### config.mk
export PLATFORM = sky130hd
export DESIGN_NAME = gpio_pin_routing_control
export DESIGN_NICKNAME = d
export VERILOG_FILES = /design/src/inc/gpio_pin_routing_pkg.sv /design/src/rtl/gpio_pin_routing_control.sv
export SDC_FILE = /design/constraint.sdc
export NUM_CORES = 1
export LEC_CHECK = 0
export BUFFER_PORTS_ARGS = -buffer_cell sky130_fd_sc_hd__buf_2
export CAP_MARGIN = 40
export CORE_MARGIN = 5
export CORE_UTILIZATION = 45
export DETAILED_ROUTE_END_ITERATION = 6
export PLACE_DENSITY = 0.74
export SLEW_MARGIN = 20
export SYNTH_ARGS = -nofsm -noshare
export SYNTH_HDL_FRONTEND = slang
export SYNTH_SLANG_ARGS = --single-unit
### constraint.sdc
create_clock -name core_clk -period 15.9 [get_ports core_clk]
set_input_delay 3.18 -clock core_clk [delete_from_list [all_inputs] [get_ports core_clk]]
set_output_delay 3.18 -clock core_clk [all_outputs]
set_load 0.01 [all_outputs]
### src/inc/gpio_pin_routing_pkg.sv
// constants and types shared by the gpio pin routing block
package gpio_pin_routing_pkg;

    // register indices; byte address is four times the index
    localparam logic [15:0] IDX_ROUTING_CTL = 16'hC006;
    localparam logic [15:0] IDX_LOW_OUT = 16'hC01E;
    localparam logic [15:0] IDX_LOW_IN = 16'hC020;
    localparam logic [15:0] IDX_LOW_DIR = 16'hC022;
    localparam logic [15:0] IDX_HIGH_OUT = 16'hC024;
    localparam logic [15:0] IDX_HIGH_IN = 16'hC026;
    localparam logic [15:0] IDX_HIGH_DIR = 16'hC028;
    localparam logic [15:0] IDX_IRQ_STATUS = 16'hC0F0;
    localparam logic [15:0] IDX_IRQ_MASK = 16'hC0F2;
    localparam int ADDR_W = 18;

    // routing control field positions
    localparam int BIT_WPROT = 15;
    localparam int BIT_TXEN_ROUTE = 14;
    localparam int BIT_ALT_SS = 11;
    localparam int MODE_LSB = 8;
    localparam int BIT_FS_GPIO = 7;
    localparam int BIT_FS_XD = 6;
    localparam int BIT_SPI_GPIO = 5;
    localparam int BIT_SPI_XD = 4;
    localparam int BIT_EXTERNAL_INTERRUPT_LINE_1_POL = 3;
    localparam int BIT_EXTERNAL_INTERRUPT_LINE_1_EN = 2;
    localparam int BIT_EXTERNAL_INTERRUPT_LINE_0_POL = 1;
    localparam int BIT_EXTERNAL_INTERRUPT_LINE_0_EN = 0;
    localparam logic [15:0] CTL_WRITABLE = 16'hCFFF;
    localparam logic [15:0] CTL_LOCKED = 16'hFF00;

    // pin positions
    localparam int PIN_TXEN = 30;
    localparam int PIN_EXTERNAL_INTERRUPT_LINE_1 = 25;
    localparam int PIN_EXTERNAL_INTERRUPT_LINE_0 = 24;
    localparam int PIN_ALT_SS = 15;
    localparam int PIN_SPI_BASE = 8;
    localparam int SPI_SS_IDX = 1;
    localparam int XD_SPI_BASE = 8;
    localparam int XD_FS_BASE = 12;

    // reset values
    localparam logic [15:0] CTL_RESET = 16'h0000;
    localparam logic [31:0] PORT_RESET = 32'h0000_0000;

    typedef enum logic [2:0] {
        MODE_GPIO = 3'h0,
        MODE_IDE = 3'h4,
        MODE_HOST_PORT = 3'h5,
        MODE_SCAN = 3'h6
    } pin_mode_t;

endpackage

### src/rtl/gpio_pin_routing_control.sv
// gpio pin routing control: shared pin ownership, data/direction registers, edge interrupts
// Notes on behaviour
// - once the write-protect bit 15 is set, bits 15:8 of the routing control ignore writes until reset.
// - bit 14 drives the usb transmitter enable status onto pin 30, otherwise pin 30 is left alone.
// - with spi on gpio, bit 11 moves spi_slave_select_n from pin 9 to pin 15.
// - bits 10:8 give pins 15:0 and 24:19 to gpio (000), ide (100), host_port_interface (101) or scan (110).
// - bit 7 with bit 6 clear puts the fast_serial_port on pins 26 and 18:16.
// - bit 6 puts the fast_serial_port on external_memory_data_bus bits 15:12 and wins over bit 7.
// - bit 5 with bit 4 clear puts the spi port on pins 11:8, else those pins stay free.
// - bit 4 puts the spi port on external_memory_data_bus bits 11:8 and wins over bits 5 and 11.
// - bit 3 picks the rising (1) or falling (0) edge for external_interrupt_line_1.
// - external_interrupt_line_1 is sensed on pin 25 and external_interrupt_line_0 on pin 24.
// - bits 2 and 0 enable lines 1 and 0 only together with the outside gpio interrupt enable.
// - bit 1 picks the rising (1) or falling (0) edge for external_interrupt_line_0.
// - output data registers read back what was written, not the pin levels.
// - a direction bit of 1 makes its pin an output, 0 an input; low covers 15:0, high 31:16.
//
// Our own choice: register access over Avalon-MM.
`timescale 1ns/1ps
`default_nettype none

module gpio_pin_routing_control
    import gpio_pin_routing_pkg::*;
(
    input wire logic core_clk,
    input wire logic reset,
    input wire logic [gpio_pin_routing_pkg::ADDR_W-1:0] avsAddress,
    input wire logic avsRead,
    input wire logic avsWrite,
    input wire logic [31:0] avsWriteData,
    input wire logic [3:0] avsByteEnable,
    output logic [31:0] avsReadData,
    output logic avsWaitRequest,
    output logic irq,
    input wire logic gpioIrqEnable,
    input wire logic usbTxEn,
    input wire logic [31:0] gpioIn,
    output logic [31:0] gpioOut,
    output logic [31:0] gpioOe,
    input wire logic [3:0] fsOut,
    input wire logic [3:0] fsOe,
    output logic [3:0] fsIn,
    input wire logic [3:0] spiOut,
    input wire logic [3:0] spiOe,
    output logic [3:0] spiIn,
    input wire logic [21:0] altOut,
    input wire logic [21:0] altOe,
    output logic [21:0] altIn,
    output logic [2:0] pinMode,
    input wire logic [15:0] memXdOut,
    input wire logic [15:0] memXdOe,
    output logic [15:0] memXdIn,
    input wire logic [15:0] xdPinIn,
    output logic [15:0] xdPinOut,
    output logic [15:0] xdPinOe
);
    import gpio_pin_routing_pkg::*;

    logic [15:0] ctl_ff, nxt_ctl;
    logic [31:0] outData_ff, nxt_outData;
    logic [31:0] dir_ff, nxt_dir;
    logic [1:0] status_ff, nxt_status;
    logic [1:0] mask_ff, nxt_mask;
    logic ack_ff, nxt_ack;
    logic [15:0] readData_ff, nxt_readData;
    logic [31:0] syncA_ff, syncB_ff, syncC_ff, stable_ff;
    logic [31:0] nxt_stable;
    logic [15:0] regIdx, regValue;
    logic regHit, busReq, wrDone;
    logic [15:0] wrMask, wrData;
    logic [1:0] edgeEvent;
    logic fsGpio, fsXd, spiGpio, spiXd, altSs, altMode;
    logic [31:0] periphSel, periphOut, periphOe;

    // bus decode: word aligned, low address bits ignored
    always_comb
    begin
        regIdx = avsAddress[ADDR_W-1:2];
        busReq = avsRead | avsWrite;
        wrDone = avsWrite & ack_ff;
        wrMask = {{8{avsByteEnable[1]}}, {8{avsByteEnable[0]}}};
        wrData = avsWriteData[15:0];
        avsWaitRequest = busReq & ~ack_ff;
        avsReadData = {16'h0000, readData_ff};
        irq = |(status_ff & mask_ff);
        pinMode = ctl_ff[MODE_LSB+2:MODE_LSB];
    end

    // one wait cycle per access; read data is sampled in the first cycle and then held
    always_comb
    begin
        nxt_ack = busReq & ~ack_ff;
        nxt_readData = readData_ff;
        regValue = 16'h0000;
        regHit = 1'b1;
        case (regIdx)
            IDX_ROUTING_CTL: regValue = ctl_ff;
            IDX_LOW_OUT: regValue = outData_ff[15:0];
            IDX_HIGH_OUT: regValue = outData_ff[31:16];
            IDX_LOW_IN: regValue = stable_ff[15:0];
            IDX_HIGH_IN: regValue = stable_ff[31:16];
            IDX_LOW_DIR: regValue = dir_ff[15:0];
            IDX_HIGH_DIR: regValue = dir_ff[31:16];
            IDX_IRQ_STATUS: regValue = {14'h0000, status_ff};
            IDX_IRQ_MASK: regValue = {14'h0000, mask_ff};
            default: regHit = 1'b0;
        endcase
        if (avsRead & ~ack_ff)
        begin
            nxt_readData = regHit ? regValue : 16'h0000;
        end
    end

    // register writes, with byte lanes honoured
    always_comb
    begin
        nxt_ctl = ctl_ff;
        nxt_outData = outData_ff;
        nxt_dir = dir_ff;
        nxt_mask = mask_ff;
        if (wrDone)
        begin
            case (regIdx)
                IDX_ROUTING_CTL:
                begin
                    if (ctl_ff[BIT_WPROT])
                    begin
                        nxt_ctl = (ctl_ff & ~(wrMask & CTL_WRITABLE & ~CTL_LOCKED))
                            | (wrData & wrMask & CTL_WRITABLE & ~CTL_LOCKED);
                    end
                    else
                    begin
                        nxt_ctl = (ctl_ff & ~(wrMask & CTL_WRITABLE))
                            | (wrData & wrMask & CTL_WRITABLE);
                    end
                end
                IDX_LOW_OUT: nxt_outData[15:0] = (outData_ff[15:0] & ~wrMask) | (wrData & wrMask);
                IDX_HIGH_OUT: nxt_outData[31:16] = (outData_ff[31:16] & ~wrMask) | (wrData & wrMask);
                IDX_LOW_DIR: nxt_dir[15:0] = (dir_ff[15:0] & ~wrMask) | (wrData & wrMask);
                IDX_HIGH_DIR: nxt_dir[31:16] = (dir_ff[31:16] & ~wrMask) | (wrData & wrMask);
                IDX_IRQ_MASK:
                begin
                    if (avsByteEnable[0])
                    begin
                        nxt_mask = wrData[1:0];
                    end
                end
                default:
                begin
                    nxt_mask = mask_ff;
                end
            endcase
        end
    end

    // pin filter: a level counts once the last two stages agree
    always_comb
    begin
        for (int i = 0; i < 32; i++)
        begin
            nxt_stable[i] = (syncB_ff[i] == syncC_ff[i]) ? syncC_ff[i] : stable_ff[i];
        end
    end

    // edge detection on the filtered interrupt pins
    always_comb
    begin
        // line 1 on pin 25, line 0 on pin 24
        edgeEvent[1] = ctl_ff[BIT_EXTERNAL_INTERRUPT_LINE_1_POL]
            ? (nxt_stable[PIN_EXTERNAL_INTERRUPT_LINE_1] & ~stable_ff[PIN_EXTERNAL_INTERRUPT_LINE_1])
            : (~nxt_stable[PIN_EXTERNAL_INTERRUPT_LINE_1] & stable_ff[PIN_EXTERNAL_INTERRUPT_LINE_1]);
        edgeEvent[0] = ctl_ff[BIT_EXTERNAL_INTERRUPT_LINE_0_POL]
            ? (nxt_stable[PIN_EXTERNAL_INTERRUPT_LINE_0] & ~stable_ff[PIN_EXTERNAL_INTERRUPT_LINE_0])
            : (~nxt_stable[PIN_EXTERNAL_INTERRUPT_LINE_0] & stable_ff[PIN_EXTERNAL_INTERRUPT_LINE_0]);
        edgeEvent = edgeEvent & {ctl_ff[BIT_EXTERNAL_INTERRUPT_LINE_1_EN], ctl_ff[BIT_EXTERNAL_INTERRUPT_LINE_0_EN]}
            & {2{gpioIrqEnable}};
        // write one to clear; a new event in the same cycle wins
        nxt_status = status_ff;
        if (wrDone && regIdx == IDX_IRQ_STATUS && avsByteEnable[0])
        begin
            nxt_status = status_ff & ~wrData[1:0];
        end
        nxt_status = nxt_status | edgeEvent;
    end

    // pin ownership: plain gpio lowest, alternate mode next, fast serial and spi highest
    always_comb
    begin
        fsXd = ctl_ff[BIT_FS_XD];
        fsGpio = ctl_ff[BIT_FS_GPIO] & ~fsXd;
        spiXd = ctl_ff[BIT_SPI_XD];
        spiGpio = ctl_ff[BIT_SPI_GPIO] & ~spiXd;
        altSs = spiGpio & ctl_ff[BIT_ALT_SS];
        // reserved codes fall back to plain gpio
        altMode = (pinMode == MODE_IDE) || (pinMode == MODE_HOST_PORT)
            || (pinMode == MODE_SCAN);
        periphSel = 32'h0000_0000;
        periphOut = 32'h0000_0000;
        periphOe = 32'h0000_0000;
        altIn = {gpioIn[24:19], gpioIn[15:0]};
        if (altMode)
        begin
            periphSel[15:0] = 16'hFFFF;
            periphSel[24:19] = 6'h3F;
            periphOut[15:0] = altOut[15:0];
            periphOut[24:19] = altOut[21:16];
            periphOe[15:0] = altOe[15:0];
            periphOe[24:19] = altOe[21:16];
        end
        if (fsGpio)
        begin
            periphSel[18:16] = 3'h7;
            periphSel[26] = 1'b1;
            periphOut[18:16] = fsOut[2:0];
            periphOut[26] = fsOut[3];
            periphOe[18:16] = fsOe[2:0];
            periphOe[26] = fsOe[3];
        end
        if (spiGpio)
        begin
            periphSel[PIN_SPI_BASE+:4] = 4'hF;
            periphOut[PIN_SPI_BASE+:4] = spiOut;
            periphOe[PIN_SPI_BASE+:4] = spiOe;
            if (altSs)
            begin
                // pin 9 goes back to its other owner
                periphSel[PIN_SPI_BASE+SPI_SS_IDX] = altMode;
                periphOut[PIN_SPI_BASE+SPI_SS_IDX] = altMode ? altOut[PIN_SPI_BASE+SPI_SS_IDX] : 1'b0;
                periphOe[PIN_SPI_BASE+SPI_SS_IDX] = altMode ? altOe[PIN_SPI_BASE+SPI_SS_IDX] : 1'b0;
                periphSel[PIN_ALT_SS] = 1'b1;
                periphOut[PIN_ALT_SS] = spiOut[SPI_SS_IDX];
                periphOe[PIN_ALT_SS] = spiOe[SPI_SS_IDX];
            end
        end
        if (ctl_ff[BIT_TXEN_ROUTE])
        begin
            periphSel[PIN_TXEN] = 1'b1;
            periphOut[PIN_TXEN] = usbTxEn;
            periphOe[PIN_TXEN] = 1'b1;
        end
        // peripheral inputs pass raw; each receiver synchronises its own inputs
        fsIn = fsXd ? xdPinIn[XD_FS_BASE+:4] : {gpioIn[26], gpioIn[18:16]};
        spiIn = spiXd ? xdPinIn[XD_SPI_BASE+:4] : gpioIn[PIN_SPI_BASE+:4];
        if (altSs)
        begin
            spiIn[SPI_SS_IDX] = gpioIn[PIN_ALT_SS];
        end
        memXdIn = xdPinIn;
        xdPinOut = memXdOut;
        xdPinOe = memXdOe;
        if (fsXd)
        begin
            xdPinOut[XD_FS_BASE+:4] = fsOut;
            xdPinOe[XD_FS_BASE+:4] = fsOe;
        end
        if (spiXd)
        begin
            xdPinOut[XD_SPI_BASE+:4] = spiOut;
            xdPinOe[XD_SPI_BASE+:4] = spiOe;
        end
    end

    // final per-pin mux
    genvar p;
    generate
        for (p = 0; p < 32; p++)
        begin : g_pin
            assign gpioOut[p] = periphSel[p] ? periphOut[p] : outData_ff[p];
            assign gpioOe[p] = periphSel[p] ? periphOe[p] : dir_ff[p];
        end
    endgenerate

    always_ff @(posedge core_clk or posedge reset)
    begin
        if (reset)
        begin
            ctl_ff <= CTL_RESET;
            outData_ff <= PORT_RESET;
            dir_ff <= PORT_RESET;
            status_ff <= 2'h0;
            mask_ff <= 2'h0;
            ack_ff <= 1'b0;
            readData_ff <= 16'h0000;
            syncA_ff <= PORT_RESET;
            syncB_ff <= PORT_RESET;
            syncC_ff <= PORT_RESET;
            stable_ff <= PORT_RESET;
        end
        else
        begin
            ctl_ff <= nxt_ctl;
            outData_ff <= nxt_outData;
            dir_ff <= nxt_dir;
            status_ff <= nxt_status;
            mask_ff <= nxt_mask;
            ack_ff <= nxt_ack;
            readData_ff <= nxt_readData;
            syncA_ff <= gpioIn;
            syncB_ff <= syncA_ff;
            syncC_ff <= syncB_ff;
            stable_ff <= nxt_stable;
        end
    end
endmodule

`default_nettype wire

==> summary.md, run 1 <==
| Metric | Value |
|---|---|
| Worst-path clk slew | `0.06 ns` |
| Final setup violation count | `0` |
| Largest cells by area after synthesis | `dfrtp_1, mux2_2, buf_4` |
| GRT Overall Usage | `20.8%` |
| Multi-input gate area | `3570 um^2` |
| Final Hold Vio Count | `0` |
| Reg-to-reg startpoint | `ack_ff$_DFF_PP0_` |
| Arr. time, crit path | `3.71 ns` |
| DR WL/cell | `21.0 um` |
| Int Pwr | `0.000994 W` |
| Core Rows | `54` |
| CP Capture Type | `primary output` |
| Total CTS buffers | `24` |
| CP dominant cell by count | `buf_2` |
| Critical Path Max Stage Delay | `0.27 ns` |
| FMAX | `145 MHz` |
| Worst Hold Class | `register to register` |
| Setup Buffers After CTS | `0` |
| H-tree depth | `1` |
| Area Growth Syn to Fin | `22.5%` |
| Pwr per Cell Area | `104 nW/um^2` |
| Leak | `6.07 nW` |
| CP max-delay cell | `mux2_2` |
| Switching pwr | `0.000270 W` |
| Status | `finished, final reports clean` |
| Vias | `6820` |
| Initial antenna violation count | `0` |
| Die height | `158 um` |
| HPWL Detailed | `19600 um` |
| Synth cell count leaders | `dfrtp_1, mux2_2, buf_4, a22oi_1, maj3_1` |
| Port bufs | `294` |
| Reg2reg setup slack | `14.08 ns` |
| First-pass GRT wire length | `39700 um` |
| Seq. cell area | `5680 um^2` |
| Clock power share | `46.1%` |
| Worst Setup EP | `xdPinOut[9]` |
| Overflow after GRT | `0` |
| # hold bufs at CTS | `0` |
| Synthesized area | `9910 um^2` |
| Max-slew headroom | `45.8%` |
| Syn Area/Cell | `13.4 um^2` |
| Initial core utilization | `45.6%` |
| Metal2 WL | `13200 um` |
| Vias per cell | `5.35` |
| Cell count after synthesis | `737` |
| # resized after CTS | `0` |
| GPL Wtd Cong | `0.820` |
| DR iter-0 viols | `416` |
| Most numerous cell in the Yosys netlist | `dfrtp_1` |
| Clk_lat worst skew | `0.50 ns` |
| Drt total wl | `26800 um` |
| Crit-path max FO | `3` |
| Final Max Slew Viols | `0` |
| Number of global-route vias before repair | `6895` |
| Reg2reg path depth | `4` |
| Comb power frac | `5.6%` |
| FILL cells | `1832` |
| Post-synth top area cell | `dfrtp_1` |
| Reg2reg end | `ctl_ff[8]$_DFFE_PP0P_` |
| Crit. Startpoint | `spiOut[1]` |
| EDFF count, synth | `0` |
| Clock Sinks | `227` |
| Max-cap violations | `0` |
| Critical path type | `input pin to primary output` |
| Largest net degree at the start of global routing | `80` |
| Top cell type's share of synthesized area | `57.3%` |
| Ys Warns | `0` |
| Final Cycle Share | `43.3%` |
| Seq pwr share | `48.3%` |
| Antenna diodes | `0` |
| Worst slew pin tran | `0.805 ns` |
| FF+latch count, synth | `227` |
| Total Power | `0.00126 W` |
| CTS tree | `done` |
| Met1 Routed Length | `10700 um` |
| Setup TNS | `0 ns` |
| Routed Antenna Nets | `0` |
| DR WL met3 | `2420 um` |
| Main synth FF type | `dfrtp_1` |
| Crit path launch type | `input pin` |
| Die Width | `158 um` |
| Post-synthesis sequential area ratio | `57.3%` |
| CTS Root Cell | `clkbuf_16` |
| Peak supply drop | `0.0000604 V` |
| Final net count | `1177` |
| Longest Clk Path Bufs | `3` |
| Crit-path cells | `buf_2, mux2_2, buf_2` |
| Drt first pass iters | `5` |
| Distinct cells, synth | `54` |
| Layout cell share with drive strength beyond 1 | `51.9%` |
| CORE AREA | `21800 um^2` |
| Die area | `25100 um^2` |
| Min Tclk post-route | `6.89 ns` |
| Boundary pin count | `379` |
| Sw Share | `21.4%` |
| Asr flop ratio synth | `100%` |
| Skew final | `0.0100 ns` |
| RSZ-0062 raised after global routing | `no` |
| Worst endpoint required time | `12.72 ns` |
| Detailed-route DRC error count | `0` |
| Top layer used by detailed routing | `met4` |
| WHS | `0.341 ns` |
metrics by stage:
stage | instances | area, um^2 | utilization, % | setup WS (ns)
floorplan | 752 | 9970 | - | 6.50
global placement | 1224 | 11200 | 51.4 | 8.99
detailed placement | 1229 | 11300 | 51.8 | 8.99
CTS | 1273 | 12100 | 55.7 | 8.99
global route | 1275 | 12100 | 55.8 | 8.98
finish | 1275 | 12100 | 55.8 | 9.01
cells by family (layout without fill, tap and decap cells):
kind of cell / count (synthesis) / after routing / synth area share [%]
compound gates: 87 / 87 / 6.63
simple gates: 114 / 114 / 7.11
other cells: 1 / 16 / 0.0378
mux: 157 / 157 / 17.8
flops: 227 / 227 / 57.3
xor+xnor: 1 / 1 / 0.0884
fa+ha+maj: 32 / 32 / 3.23
buf+inv: 118 / 361 / 7.83
metal layers:
layer  up-vias  track usage, %
li1       3094               -
met1      3353            27.3
met2       323            35.4
met3        50            4.21
met4         0            5.32
met5         -               0
placed cells by master (no fill, tap or decap), drive strengths merged, types with 3 or more instances in the layout:
master / instances
buf: 311
dfrtp: 227
nand4: 7
conb: 16
o21ai: 15
nor2b: 3
or4b: 7
nand3b: 3
clkinv: 4
inv: 5
a22o: 16
or4: 4
nand3: 12
a32oi: 3
clkbuf: 37
mux2: 145
maj3: 32
a222oi: 8
nor2: 12
and3b: 4
nand4b: 3
a22oi: 33
nor4: 10
bufinv: 3
a21oi: 3
mux2i: 12
nand2: 30
nor3: 6
critical path: cells and delay by family:
kind / cells / cell delay [ns]
buffers and inverters: 2 / 0.25
muxes: 1 / 0.27
power groups by stage:
stage          registers (W)  clock network [W]  logic (W)
3_3_place_gp        0.000620                  0  0.0000685
3_5_place_dp        0.000621                  0  0.0000719
2_1_floorplan       0.000617                  0  0.0000467
6_report            0.000610           0.000582  0.0000709
4_1_cts             0.000611           0.000596  0.0000724
5_1_grt             0.000612           0.000623  0.0000794
final cells by class:
type / count / share of cell area [%]
multi-input combinational: 407 / 29.4
clock buffer: 36 / 5.99
tap: 280 / 2.89
sequential: 227 / 46.8
inverter: 5 / 0.216
clock inverter: 8 / 0.969
timing repair buffer: 312 / 13.7
worst min-delay path by stage:
stage	depth (start not counted)	to	from
floorplan	0	syncB_ff[0]$_DFF_PP0_	syncA_ff[0]$_DFF_PP0_
global placement	0	syncB_ff[18]$_DFF_PP0_	syncA_ff[18]$_DFF_PP0_
detailed placement	0	syncB_ff[0]$_DFF_PP0_	syncA_ff[0]$_DFF_PP0_
CTS	0	syncB_ff[12]$_DFF_PP0_	syncA_ff[12]$_DFF_PP0_
global route	0	syncB_ff[29]$_DFF_PP0_	syncA_ff[29]$_DFF_PP0_
finish	0	syncB_ff[12]$_DFF_PP0_	syncA_ff[12]$_DFF_PP0_
No activity file was read; power rests on OpenSTA's default activity.
==> run 2, diff against run 1 <==
PLACE_DENSITY = 0.77   (was 0.74)
clock period = 5.7 ns   (was 15.9 ns; I/O delays follow)
==> summary.md, run 2 (synthesis results as in run 1) <==
| Metric | Value |
|---|---|
| Peak supply drop | `0.000190 V (was 0.0000604 V)` |
| Worst-path clk slew | `0.06 ns (about the same)` |
| Detailed-route DRC error count | `0 (unchanged)` |
| Routed Antenna Nets | `0 (unchanged)` |
| CTS Root Cell | `clkbuf_16 (unchanged)` |
| Overflow after GRT | `0 (unchanged)` |
| Drt total wl | `27000 um (was 26800 um)` |
| CP bufs+invs | `3 (was 2)` |
| Leading cell type in the layout, fill and taps excluded | `buf_2 (unchanged)` |
| Number of global-route vias before repair | `7105 (was 6895)` |
| Final Hold Vio Count | `0 (unchanged)` |
| Leak | `6.02 nW (was 6.07 nW)` |
| Final worst slack | `2.02 ns (was 9.01 ns)` |
| Final setup violation count | `0 (unchanged)` |
| Crit path launch type | `register (was input pin)` |
| Comb power frac | `5.8% (was 5.6%)` |
| DR iter-0 viols | `494 (was 416)` |
| GRT Overall Usage | `20.9% (was 20.8%)` |
| CP Capture Type | `primary output (unchanged)` |
| Die Width | `158 um (unchanged)` |
| Critical Path Max Stage Delay | `0.49 ns (was 0.27 ns)` |
| Most frequent cells in the layout | `buf_2, dfrtp_1, mux2_2 (unchanged)` |
| Initial core utilization | `45.6% (unchanged)` |
| DR WL/cell | `21.2 um (was 21.0 um)` |
| Sw Share | `22.0% (was 21.4%)` |
| Min Tclk post-route | `3.68 ns` |
| Clock power share | `43.9% (was 46.1%)` |
| Crit-path cells | `a21boi_4, buf_16, buf_4, mux2_2, buf_2 (was buf_2, mux2_2, buf_2)` |
| Crit-path max FO | `20 (was 3)` |
| Setup Buffers After CTS | `0 (unchanged)` |
| Worst slew pin tran | `0.853 ns (was 0.805 ns)` |
| Layout cell share with drive strength beyond 1 | `51.6% (was 51.9%)` |
| Antenna diodes | `0 (unchanged)` |
| Clk_lat worst skew | `0.51 ns (was 0.50 ns)` |
| Pwr per Cell Area | `281 nW/um^2 (was 104 nW/um^2)` |
| Die height | `158 um (unchanged)` |
| Setup TNS | `0 ns (unchanged)` |
| Worst endpoint required time | `4.56 ns (was 12.72 ns)` |
| Max-slew headroom | `42.9% (was 45.8%)` |
| Worst Hold Class | `register to register (unchanged)` |
| Longest Clk Path Bufs | `3 (unchanged)` |
| Top Family by Delay on Critical Path | `buffers and inverters (was multiplexers)` |
| CP max-delay cell | `a21boi_4 (was mux2_2)` |
| Total CTS buffers | `24 (unchanged)` |
| Status | `finished, final reports clean (unchanged)` |
| Largest net degree at the start of global routing | `124 (was 80)` |
| Arr. time, crit path | `2.54 ns (was 3.71 ns)` |
| Final Cycle Share | `64.5%` |
| # resized after CTS | `0 (unchanged)` |
| Final net count | `1179 (was 1177)` |
| Pre-CTS setup slack | `1.56 ns (was 8.99 ns)` |
| Drt first pass iters | `6 (was 5)` |
| First-pass GRT wire length | `40100 um (was 39700 um)` |
| Final Max Slew Viols | `0 (unchanged)` |
| GPL Wtd Cong | `0.849 (was 0.820)` |
| Switching pwr | `0.000745 W (was 0.000270 W)` |
| Area Growth Syn to Fin | `21.5% (was 22.5%)` |
| Die area | `25100 um^2 (unchanged)` |
| Vias | `6877 (was 6820)` |
| Int Pwr | `0.00264 W (was 0.000994 W)` |
| CORE AREA | `21800 um^2 (unchanged)` |
| Boundary pin count | `379 (unchanged)` |
| Max-cap violations | `0 (unchanged)` |
| Port bufs | `294 (unchanged)` |
| Initial antenna violation count | `0 (unchanged)` |
| # hold bufs at CTS | `0 (unchanged)` |
| RSZ-0062 raised after global routing | `no (unchanged)` |
| Vias per cell | `5.40 (was 5.35)` |
| Skew final | `0.00940 ns (was 0.0100 ns)` |
| Core Rows | `54 (unchanged)` |
| Clock Sinks | `227 (unchanged)` |
| FMAX | `272 MHz` |
| HPWL Detailed | `19800 um (was 19600 um)` |
| Seq pwr share | `50.3% (was 48.3%)` |
| Critical path type | `register to primary output (was input pin to primary output)` |
| CTS tree | `done (unchanged)` |
| H-tree depth | `1 (unchanged)` |
run 2: worst reg2reg max path, cell delays in order, from the launching register on:
cell	delay, ns
dfrtp_1	0.42
nand2b_1	0.16
buf_4	0.23
nor3_2	0.72
buf_4	0.33
a22o_1	0.15
run 2: path summary, 6_finish.rpt:
| path | from | end | slack (ns) | cells past startpoint |
|---|---|---|---|---|
| max in group asynchronous | reset | asynchronous set/reset pin | 3.65 | 4 |
| hold / removal | syncA_ff[11]$_DFF_PP0_ | syncB_ff[11]$_DFF_PP0_ | 0.34 | 0 |
| setup / recovery | ctl_ff[8]$_DFFE_PP0P_ | gpioOut[4] | 2.02 | 5 |
| hold reg to reg | syncA_ff[11]$_DFF_PP0_ | syncB_ff[11]$_DFF_PP0_ | 0.34 | 0 |
| min in group asynchronous | reset | readData_ff[0]$_DFFE_PP0P_ | 0.55 | 2 |
| setup reg to reg | ack_ff$_DFF_PP0_ | readData_ff[13]$_DFFE_PP0P_ | 3.63 | 5 |
run 2: cell type report:
type	count	area (um^2)
fillers	1858	9720
flip-flops and latches	227	5680
multi-input cells	407	3560
repair buffers	314	1670
clock buffers	35	693
well taps	280	350
clock inverters	6	58.8
inverters	5	22.5
run 2: routing by layer:
layer / vias up / GRT usage, % / routed length (um)
li1: 3099 / - / -
met1: 3367 / 26.4 / 10400
met2: 347 / 35.5 / 13100
met3: 64 / 5.30 / 2740
met4: 0 / 6.86 / 715
met5: - / 0 / 0
run 2: power by group through the flow:
stage / registers [W] / clock network (W) / logic (W)
finish: 0.00170 / 0.00149 / 0.000195
global route: 0.00171 / 0.00161 / 0.000218
CTS: 0.00170 / 0.00153 / 0.000199
detailed placement: 0.00173 / 0 / 0.000198
global placement: 0.00173 / 0 / 0.000193
floorplan: 0.00172 / 0 / 0.000130
run 2: stage by stage:
| stage | power [W] | hold slack (ns) | utilization, % | instances | instance area, um^2 |
|---|---|---|---|---|---|
| 4_1_cts | 0.00343 | 0.347 | 55.1 | 1269 | 12000 |
| 3_3_place_gp | 0.00192 | 0.332 | 51.5 | 1226 | 11200 |
| 6_report | 0.00338 | 0.345 | 55.3 | 1274 | 12000 |
| 2_1_floorplan | 0.00185 | 0.331 | - | 752 | 9970 |
| 3_5_place_dp | 0.00193 | 0.335 | 51.7 | 1228 | 11200 |
| 5_1_grt | 0.00353 | 0.353 | 55.3 | 1274 | 12000 |
==> run 3, diff against run 2 <==
PLACE_DENSITY = 0.74   (was 0.77)
clock period = 3.75 ns   (was 5.7 ns; I/O delays follow)
==> summary.md, run 3 (synthesis results as in run 1) <==
| Metric | Value |
|---|---|
| Initial antenna violation count | `1 (was 0)` |
| Die height | `158 um (unchanged)` |
| Worst Hold Class | `input pin to asynchronous set/reset pin (was register to register)` |
| Detailed-route DRC error count | `0 (unchanged)` |
| HPWL Detailed | `20200 um (was 19800 um)` |
| CTS Root Cell | `clkbuf_16 (unchanged)` |
| Clock Sinks | `227 (unchanged)` |
| Number of global-route vias before repair | `7019 (was 7105)` |
| Port bufs | `294 (unchanged)` |
| Layout cell share with drive strength beyond 1 | `52.3% (was 51.6%)` |
| Longest Clk Path Bufs | `3 (unchanged)` |
| H-tree depth | `1 (unchanged)` |
| Core Rows | `54 (unchanged)` |
| Skew final | `0.0116 ns (was 0.00940 ns)` |
| Peak supply drop | `0.000295 V (was 0.000190 V)` |
| Final Cycle Share | `77.1%` |
| Max-slew headroom | `46.9% (was 42.9%)` |
| Met2 usage | `36.3% (was 35.5%)` |
| # resized after CTS | `0 (unchanged)` |
| Pwr per Cell Area | `425 nW/um^2 (was 281 nW/um^2)` |
| Vias per cell | `5.36 (was 5.40)` |
| Final core utilization | `55.7% (was 55.3%)` |
| Crit-path max FO | `8 (was 20)` |
| Arr. time, crit path | `2.14 ns (was 2.54 ns)` |
| Clock power share | `43.8% (was 43.9%)` |
| Crit-path cells | `buf_8, nor2b_1, buf_4, mux2_2, buf_2 (was a21boi_4, buf_16, buf_4, mux2_2, buf_2)` |
| Final worst slack | `0.857 ns (was 2.02 ns)` |
| GRT Overall Usage | `20.7% (was 20.9%)` |
| Clk_lat worst skew | `0.50 ns (was 0.51 ns)` |
| Comb power frac | `5.9% (was 5.8%)` |
| DR WL/cell | `21.0 um (was 21.2 um)` |
| Initial core utilization | `45.6% (unchanged)` |
| Die Width | `158 um (unchanged)` |
| Crit path launch type | `register (unchanged)` |
| Critical Path Max Stage Delay | `0.53 ns (was 0.49 ns)` |
| Die area | `25100 um^2 (unchanged)` |
| Sw Share | `21.8% (was 22.0%)` |
| Worst-path clk slew | `0.06 ns (about the same)` |
| Most frequent cells in the layout | `buf_2, dfrtp_1, mux2_2 (unchanged)` |
| # hold bufs at CTS | `0 (unchanged)` |
| Int Pwr | `0.00403 W (was 0.00264 W)` |
| Worst slew pin tran | `0.790 ns (was 0.853 ns)` |
| RSZ-0062 raised after global routing | `no (unchanged)` |
| Top Family by Delay on Critical Path | `buffers and inverters (unchanged)` |
| Routed Antenna Nets | `0 (unchanged)` |
| Max-cap violations | `0 (unchanged)` |
| Met3 usage | `3.53% (was 5.30%)` |
| Leading cell type in the layout, fill and taps excluded | `buf_2 (unchanged)` |
| GRT met1 Usage | `26.9% (was 26.4%)` |
| CTS tree | `done (unchanged)` |
| FMAX | `346 MHz` |
| Final Max Slew Viols | `0 (unchanged)` |
| CP Capture Type | `primary output (unchanged)` |
| Min Tclk post-route | `2.89 ns` |
| Boundary pin count | `379 (unchanged)` |
| CORE AREA | `21800 um^2 (unchanged)` |
| Final net count | `1184 (was 1179)` |
| Total CTS buffers | `23 (was 24)` |
| CP bufs+invs | `3 (unchanged)` |
| GPL Wtd Cong | `0.867 (was 0.849)` |
| Critical path type | `register to primary output (unchanged)` |
| Switching pwr | `0.00112 W (was 0.000745 W)` |
| Drt first pass iters | `7 (was 6)` |
| Pre-CTS setup slack | `0.631 ns (was 1.56 ns)` |
| Status | `finished, final reports clean (unchanged)` |
| Leak | `6.07 nW (was 6.02 nW)` |
| Overflow after GRT | `0 (unchanged)` |
| Setup Buffers After CTS | `0 (unchanged)` |
| Vias | `6862 (was 6877)` |
| Largest net degree at the start of global routing | `55 (was 124)` |
| Drt total wl | `26900 um (was 27000 um)` |
| Setup TNS | `0 ns (unchanged)` |
| Final setup violation count | `0 (unchanged)` |
| FILL cells | `1854 (was 1858)` |
| Area Growth Syn to Fin | `22.3% (was 21.5%)` |
| Worst endpoint required time | `3.00 ns (was 4.56 ns)` |
| First-pass GRT wire length | `39800 um (was 40100 um)` |
| Gr busiest metal | `met2 (unchanged)` |
| DR iter-0 viols | `474 (was 494)` |
| CP max-delay cell | `dfrtp_1 (was a21boi_4)` |
| Final Hold Vio Count | `0 (unchanged)` |
| Seq pwr share | `50.3% (about the same)` |
run 3: final cells by class:
type	count	area [um^2]	area share, %
multi-input combinational	407	3570	29.5
antenna	1	2.50	0.0207
tap	280	350	2.89
sequential	227	5680	46.9
clock inverter	7	68.8	0.568
inverter	5	22.5	0.186
timing repair buffer	320	1720	14.2
clock buffer	34	697	5.75
run 3: power by group through the flow:
stage | clock, W | sequential (W) | combinational (W)
CTS | 0.00232 | 0.00259 | 0.000309
global placement | 0 | 0.00263 | 0.000298
detailed placement | 0 | 0.00263 | 0.000308
floorplan | 0 | 0.00262 | 0.000198
global route | 0.00242 | 0.00260 | 0.000339
finish | 0.00226 | 0.00259 | 0.000304
run 3: through the flow:
stage | instances | power (W) | area, um^2 | hold WS, ns
6_report | 1281 | 0.00515 | 12100 | 0.230
4_1_cts | 1280 | 0.00522 | 12100 | 0.225
3_3_place_gp | 1237 | 0.00293 | 11300 | 0.332
3_5_place_dp | 1239 | 0.00294 | 11300 | 0.335
2_1_floorplan | 752 | 0.00281 | 9970 | 0.331
5_1_grt | 1281 | 0.00536 | 12100 | 0.248
run 3: path summary, 6_finish.rpt:
check,start,endpoint,slack [ns],cells past startpoint
max,ctl_ff[6]$_DFFE_PP0P_,gpioOe[26],0.86,5
min,reset,readData_ff[0]$_DFFE_PP0P_,0.23,2
max reg2reg,ack_ff$_DFF_PP0_,readData_ff[6]$_DFFE_PP0P_,1.87,5
min reg2reg,syncA_ff[21]$_DFF_PP0_,syncB_ff[21]$_DFF_PP0_,0.35,0
max in group asynchronous,reset,syncC_ff[31]$_DFF_PP0_,2.70,4
min in group core_clk,syncA_ff[21]$_DFF_PP0_,syncB_ff[21]$_DFF_PP0_,0.35,0
run 3: metal layers:
| metal | vias to the layer above | part of all wire (%) |
|---|---|---|
| met1 | 3396 | 39 |
| met3 | 36 | 8.8 |
| met2 | 329 | 50 |
| met5 | - | 0 |
| met4 | 0 | 1.7 |
| li1 | 3101 | - |
run 3: worst reg2reg max path: stages (launching register included):
cell,delay [ns]
dfrtp_1,0.42
nand2b_1,0.17
buf_4,0.24
nor3_4,0.55
buf_4,0.30
a22o_1,0.15
